===== src/hw/sap_pkg.sv =====
// Constants for the serial audio master port
package sap_pkg;
   localparam int          CLK_HZ       = 40_000_000;
   localparam int          RATE_LO_HZ   = 8_000;
   localparam int          RATE_HI_HZ   = 16_000;
   localparam int          FRAME_BITS   = 32;
   localparam int          WORD_BITS    = 16;
   localparam int          NORM_HIGH    = 16;
   localparam int          PCM_SHORT    = 1;
   localparam int          PCM_LONG     = 2;
   // Half bit-clock periods, rounded down; the frame rate is therefore slightly fast
   localparam logic [6:0]  HALF_LO_CYC  = 7'(CLK_HZ / (2 * FRAME_BITS * RATE_LO_HZ) - 1);
   localparam logic [6:0]  HALF_HI_CYC  = 7'(CLK_HZ / (2 * FRAME_BITS * RATE_HI_HZ) - 1);
   localparam logic [4:0]  BIT_LAST     = 5'h1F;
   localparam logic [4:0]  WORD_LAST    = 5'h0F;
   localparam logic [15:0] WORD_RST     = 16'h0000;
endpackage : sap_pkg


===== src/hw/sap_top.sv =====
// Serial audio master port: bit clock, frame strobe, 16-bit word in and out
`timescale 1ns/1ps

module sap_top
   import sap_pkg::*;
(
   input  wire logic        clk_sys_i,
   input  wire logic        resetn_i,
   input  wire logic        enable_i,
   input  wire logic        mode_pcm_i,
   input  wire logic        pcm_long_i,
   input  wire logic        rate_16k_i,
   input  wire logic [15:0] tx_sample_i,
   output logic             tx_taken_o,
   output logic [15:0]      rx_sample_o,
   output logic             rx_valid_o,
   output logic             bclk_o,
   output logic             frame_align_strobe_o,
   output logic             txd_o,
   input  wire logic        rxd_i
);

   function automatic logic strobe_fn(input logic [4:0] bit_n, input logic pcm,
                                      input logic lng);
      if (pcm)
         strobe_fn = (32'(bit_n) < (lng ? PCM_LONG : PCM_SHORT));
      else
         strobe_fn = (32'(bit_n) < NORM_HIGH);
   endfunction : strobe_fn

   logic [1:0]  rst_sync_reg;
   logic        rst_n;
   logic [2:0]  rxd_sync_reg;
   logic        rxd_filt_reg;
   logic [6:0]  half_cnt_reg;
   logic        bclk_reg;
   logic [4:0]  bit_cnt_reg;
   logic        strobe_reg;
   logic [15:0] tx_shift_reg;
   logic        txd_reg;
   logic        tx_taken_reg;
   logic [15:0] rx_shift_reg;
   logic [15:0] rx_word_reg;
   logic        rx_valid_reg;

   wire  logic [6:0]  half_max = rate_16k_i ? HALF_HI_CYC : HALF_LO_CYC;
   wire  logic        half_end = (half_cnt_reg >= half_max);
   wire  logic        fall_evt = enable_i && half_end && bclk_reg;
   wire  logic        rise_evt = enable_i && half_end && !bclk_reg;
   wire  logic [4:0]  bit_next = bit_cnt_reg + 5'h01;
   wire  logic        in_word  = (bit_cnt_reg <= WORD_LAST);
   wire  logic [15:0] rx_next  = {rx_shift_reg[14:0], rxd_filt_reg};

   always_ff @(posedge clk_sys_i or negedge resetn_i)
   begin
      if (!resetn_i)
         rst_sync_reg <= 2'h0;
      else
         rst_sync_reg <= {rst_sync_reg[0], 1'b1};
   end
   assign rst_n = rst_sync_reg[1];

   // Three stages; value accepted only when the last two agree
   always_ff @(posedge clk_sys_i or negedge rst_n)
   begin
      if (!rst_n)
      begin
         rxd_sync_reg <= 3'h0;
         rxd_filt_reg <= 1'b0;
      end
      else
      begin
         rxd_sync_reg <= {rxd_sync_reg[1:0], rxd_i};
         if (rxd_sync_reg[2] == rxd_sync_reg[1])
            rxd_filt_reg <= rxd_sync_reg[2];
      end
   end

   always_ff @(posedge clk_sys_i or negedge rst_n)
   begin
      if (!rst_n)
      begin
         half_cnt_reg <= 7'h00;
         bclk_reg     <= 1'b0;
      end
      else if (!enable_i)
      begin
         half_cnt_reg <= 7'h00;
         bclk_reg     <= 1'b0;
      end
      else if (half_end)
      begin
         half_cnt_reg <= 7'h00;
         bclk_reg     <= !bclk_reg;
      end
      else
         half_cnt_reg <= half_cnt_reg + 7'h01;
   end

   always_ff @(posedge clk_sys_i or negedge rst_n)
   begin
      if (!rst_n)
      begin
         bit_cnt_reg  <= BIT_LAST;
         strobe_reg   <= 1'b0;
         tx_shift_reg <= WORD_RST;
         txd_reg      <= 1'b0;
         tx_taken_reg <= 1'b0;
      end
      else
      begin
         tx_taken_reg <= 1'b0;
         if (!enable_i)
         begin
            bit_cnt_reg <= BIT_LAST;
            strobe_reg  <= 1'b0;
            txd_reg     <= 1'b0;
         end
         else if (fall_evt)
         begin
            bit_cnt_reg <= bit_next;
            strobe_reg  <= strobe_fn(bit_next, mode_pcm_i, pcm_long_i);
            if (bit_next == 5'h00)
            begin
               tx_shift_reg <= {tx_sample_i[14:0], 1'b0};
               txd_reg      <= tx_sample_i[15];
               tx_taken_reg <= 1'b1;
            end
            else if (bit_next <= WORD_LAST)
            begin
               tx_shift_reg <= {tx_shift_reg[14:0], 1'b0};
               txd_reg      <= tx_shift_reg[15];
            end
            else
               txd_reg <= 1'b0;
         end
      end
   end

   // capture on rising edge, MSB first
   always_ff @(posedge clk_sys_i or negedge rst_n)
   begin
      if (!rst_n)
      begin
         rx_shift_reg <= WORD_RST;
         rx_word_reg  <= WORD_RST;
         rx_valid_reg <= 1'b0;
      end
      else
      begin
         rx_valid_reg <= 1'b0;
         if (rise_evt && in_word)
         begin
            rx_shift_reg <= rx_next;
            if (bit_cnt_reg == WORD_LAST)
            begin
               rx_word_reg  <= rx_next;
               rx_valid_reg <= 1'b1;
            end
         end
      end
   end

   assign bclk_o               = bclk_reg;
   assign frame_align_strobe_o = strobe_reg;
   assign txd_o                = txd_reg;
   assign tx_taken_o           = tx_taken_reg;
   assign rx_sample_o          = rx_word_reg;
   assign rx_valid_o           = rx_valid_reg;
endmodule : sap_top


===== config.mk =====
export PLATFORM = sky130hd
export DESIGN_NAME = sap_top
export DESIGN_NICKNAME = d
export VERILOG_FILES = /design/src/hw/sap_pkg.sv /design/src/hw/sap_top.sv
export SDC_FILE = /design/constraint.sdc
export NUM_CORES = 1
export LEC_CHECK = 0
export ABC_AREA = 1
export BUFFER_PORTS_ARGS = -buffer_cell sky130_fd_sc_hd__buf_2
export CAP_MARGIN = 0
export CORE_ASPECT_RATIO = 0.8
export CORE_MARGIN = 4
export CORE_UTILIZATION = 40
export CTS_CLUSTER_SIZE = 25
export DETAILED_ROUTE_END_ITERATION = 8
export PLACE_DENSITY = 0.58
export SLEW_MARGIN = 25
export SYNTH_ARGS = -nofsm -noshare
export SYNTH_HDL_FRONTEND = slang
export SYNTH_SLANG_ARGS = --single-unit

===== constraint.sdc =====
create_clock -name clk_sys_i -period 4.4 [get_ports clk_sys_i]
set_clock_uncertainty 0.05 [all_clocks]
set_input_delay 0.88 -clock clk_sys_i [delete_from_list [all_inputs] [get_ports clk_sys_i]]
set_output_delay 0.88 -clock clk_sys_i [all_outputs]
set_load 0.005 [all_outputs]

==> impl_results.md <==
* Status: finished clean
* Final Hold Viols at 0
* Path type of the worst min-delay path: primary input to asynchronous set/reset pin
* Synth Area in Compound Gates at 4.56%
* Final min period at 2.39 ns
* Die Width at 109 um
* Critical path, cell by cell: buf_2, inv_1, ha_1, nand2_1, nor2_1, nand2_1, nand3_2, nand3_4, nor2_4, nand2_1, o21ai_1
* Row Count at 29
* Clock Latency Late Sink at 0.34 ns
* Setup_tns at 0 ns
* Nets at 457
* Critical path launch point type: primary input
* TritonCTS clock tree: done
* Synthesized flop and latch total at 69
* Clock buffer depth at 2
* Largest fanout on the critical path at 25
* Num CTS Buffers at 9
* Peak VDD IR at 0.221 mV
* Crit path max-delay cell type: nor2_4
* Most frequent cells in the layout: nand2_1 (170), dfrtp_1 (63), buf_2 (43), nor2_1 (25), nand3_1 (22)
* Multiplexer share of the synthesized area at 0%
* Number of max-cap violations at 0
* Cell family with most CP delay: simple AND/OR/NAND/NOR gates
* CP arrival at 2.61 ns
* Starting DRT DRC Count at 92
* Fin. max-slew vios at 0
* Ports at 44
* Avg WL per Cell at 11.9 um
* Global-route wire length before repair at 10.8 mm
* Die footprint at 9610 sq um
* Max_slew headroom at 50.6%
* Share of the synthesized area in the top cell type at 49.5%
* Quantity of hold-fixing buffers added after cts at 0
* IO Port Bufs at 43
* Synth area leaders: dfrtp_1 (49%), nand2_1 (20%), dfstp_2 (4.1%)
* WHS at 0.257 ns
* Crit Path Class: primary input to register
* Max reg flops at 16
* Synth warn at 0
* Antenna-violating nets left at 0
* Final setup viols at 0
* RePlAce Congestion at 0.777
* Starting Density at 40.9%
* Crit path required time at 4.62 ns
* Tot GR Track Use at 14.6%
* Cell mode on critical path: nand2_1
* Core Footprint at 7910 sq um
* Htree depth at 3
* Vias per cell at 4.59
* Commonest non-fill, non-tap cell in the layout: nand2_1
* Number of global-route vias before repair at 2375
* Max Clk Rate at 418 MHz
* Crit path largest cell delay at 0.38 ns
* Mapped Cells at 381
* Area growth, synth to finish at 14.6%
* Main combinational cell family by area after synthesis: simple AND/OR/NAND/NOR gates
* WL final at 6.38 mm
* Most area-hungry cell type in the Yosys netlist: dfrtp_1
* Util after Layout at 46.9%
* Synth unique cells at 31
* DR pass1 iterations at 4
* Worst-path clk slew at 0.08 ns
* Final WS setup at 2.01 ns
* Syn nets at 414
* Clock Root Buffer: clkbuf_8
* Cts repair resizes at 0
* Antenna diode count at 0
* Crit. End Element: register
* DR vias at 2465
* Pleak at 2.10 nW
* Layout cells sized above 1 at 20.0%
* Sequential cell area fraction in the yosys report at 53.5%
* RSZ-0062 raised after global routing: false
* GRT overflow at 0
* Largest net degree at the start of global routing at 36
* Synth Area in Simple Gates at 31.9%
* Residual DRC count at 0
* Buf+Inv Stages, Crit Path at 2
* Die height at 88.5 um
* Synth Area in Adders at 4.17%
* Xor/xnor share of the synthesized area at 0.811%
* Mapped Area at 3240 sq um
* DP Worst Slack at 1.66 ns
* CTS Sinks at 69
* Initial antenna violation count at 0
* Setup Buffers After CTS at 0
* Pwr/cell area at 316 nW/um^2
* Actual slew at the worst max-slew pin at 0.741 ns
* Filler cells at 816
* Syn avg cell area at 8.50 sq um
* Final period util at 54.4%
* DP Wirelength at 4.34 mm
[routing by layer]
| metal | vias up | wire length (um) | global-route usage [%] | part of all wire (%) |
|---|---|---|---|---|
| met5 | - | 0 | 0 | 0 |
| li1 | 1284 | - | - | - |
| met1 | 1137 | 3040 | 18.9 | 48 |
| met3 | 6 | 281 | 4.89 | 4.4 |
| met4 | 0 | 62 | 6.19 | 0.97 |
| met2 | 38 | 2990 | 22.7 | 47 |
[worst reg2reg max path: stages (launching register included)]
cell and delay [ns]:
dfstp_2 0.58, ha_1 0.20, nand2_2 0.09, nor2_1 0.10
ha_1 0.25, nand3_4 0.24, inv_2 0.27, nand2_1 0.08
nand2_1 0.07, nand2_1 0.06, o21ai_1 0.11
[through the flow]
step                      std cells  instance area (sq um)  power [mW]
after floorplan                 381                   3240       0.688
after global routing            537                   3710        1.23
final                           537                   3710        1.17
after global placement          521                   3520       0.708
after CTS                       537                   3710        1.19
after detailed placement        521                   3520       0.708
[synth_stat cells]
cell type and instances:
xnor2_1 1, nand3_1 22, ha_1 10, a21oi_1 2
buf_4 7, buf_2 5, dfrtp_1 64, nor2_1 25
nand4_4 1, dfstp_2 5, nand4_2 1, nor2_2 3
maj3_1 1, o21ai_0 15, xor2_1 2, nor3_4 1
clkbuf_1 1, nand2_1 170, nand3_2 3, conb_1 1
a31oi_1 1, nand2_2 2, o21ai_4 1, nor3_1 1
o21ai_1 8, nor2_4 1, nor3b_1 2, inv_2 4
nand4_1 2, nand3_4 2, inv_1 17
[kinds of logic after synthesis]
family	Yosys count
other cells	1
flops	69
fa+ha+maj	11
buf+inv	34
compound gates	27
simple gates	236
xor+xnor	3
[area by class of cell]
type	instances	area (sq um)	share of cell area (%)
clock inverters	5	35.0	0.944
flip-flops and latches	69	1730	46.7
inverters	21	78.8	2.12
well taps	108	135	3.64
repair buffers	45	230	6.21
multi-input cells	278	1350	36.3
clock buffers	11	151	4.08
[power breakdown]
group	total [mW]	switching [mW]	internal [mW]	leakage, nW
Clock	0.478	0.244	0.234	0.0836
Combinational	0.0433	0.0253	0.0180	1.10
Sequential	0.651	0.0107	0.640	0.919
[worst paths after layout]
path	start	cells after the start	slack, ns	endpoint
hold reg to reg	rst_sync_reg[1]	0	0.29	rx_sample_o[4]
max in group asynchronous	rst_sync_reg[1]	1	3.08	bit_cnt_reg[0]
hold / removal	resetn_i	1	0.26	rst_sync_reg[0]
setup / recovery	rate_16k_i	11	2.01	tx_shift_reg[15]
min in group clk_sys_i	rst_sync_reg[0]	0	0.30	rst_sync_reg[1]
setup reg to reg	bit_cnt_reg[0]	10	2.23	tx_shift_reg[15]
Note: power is estimated with default switching activity, not from simulation.
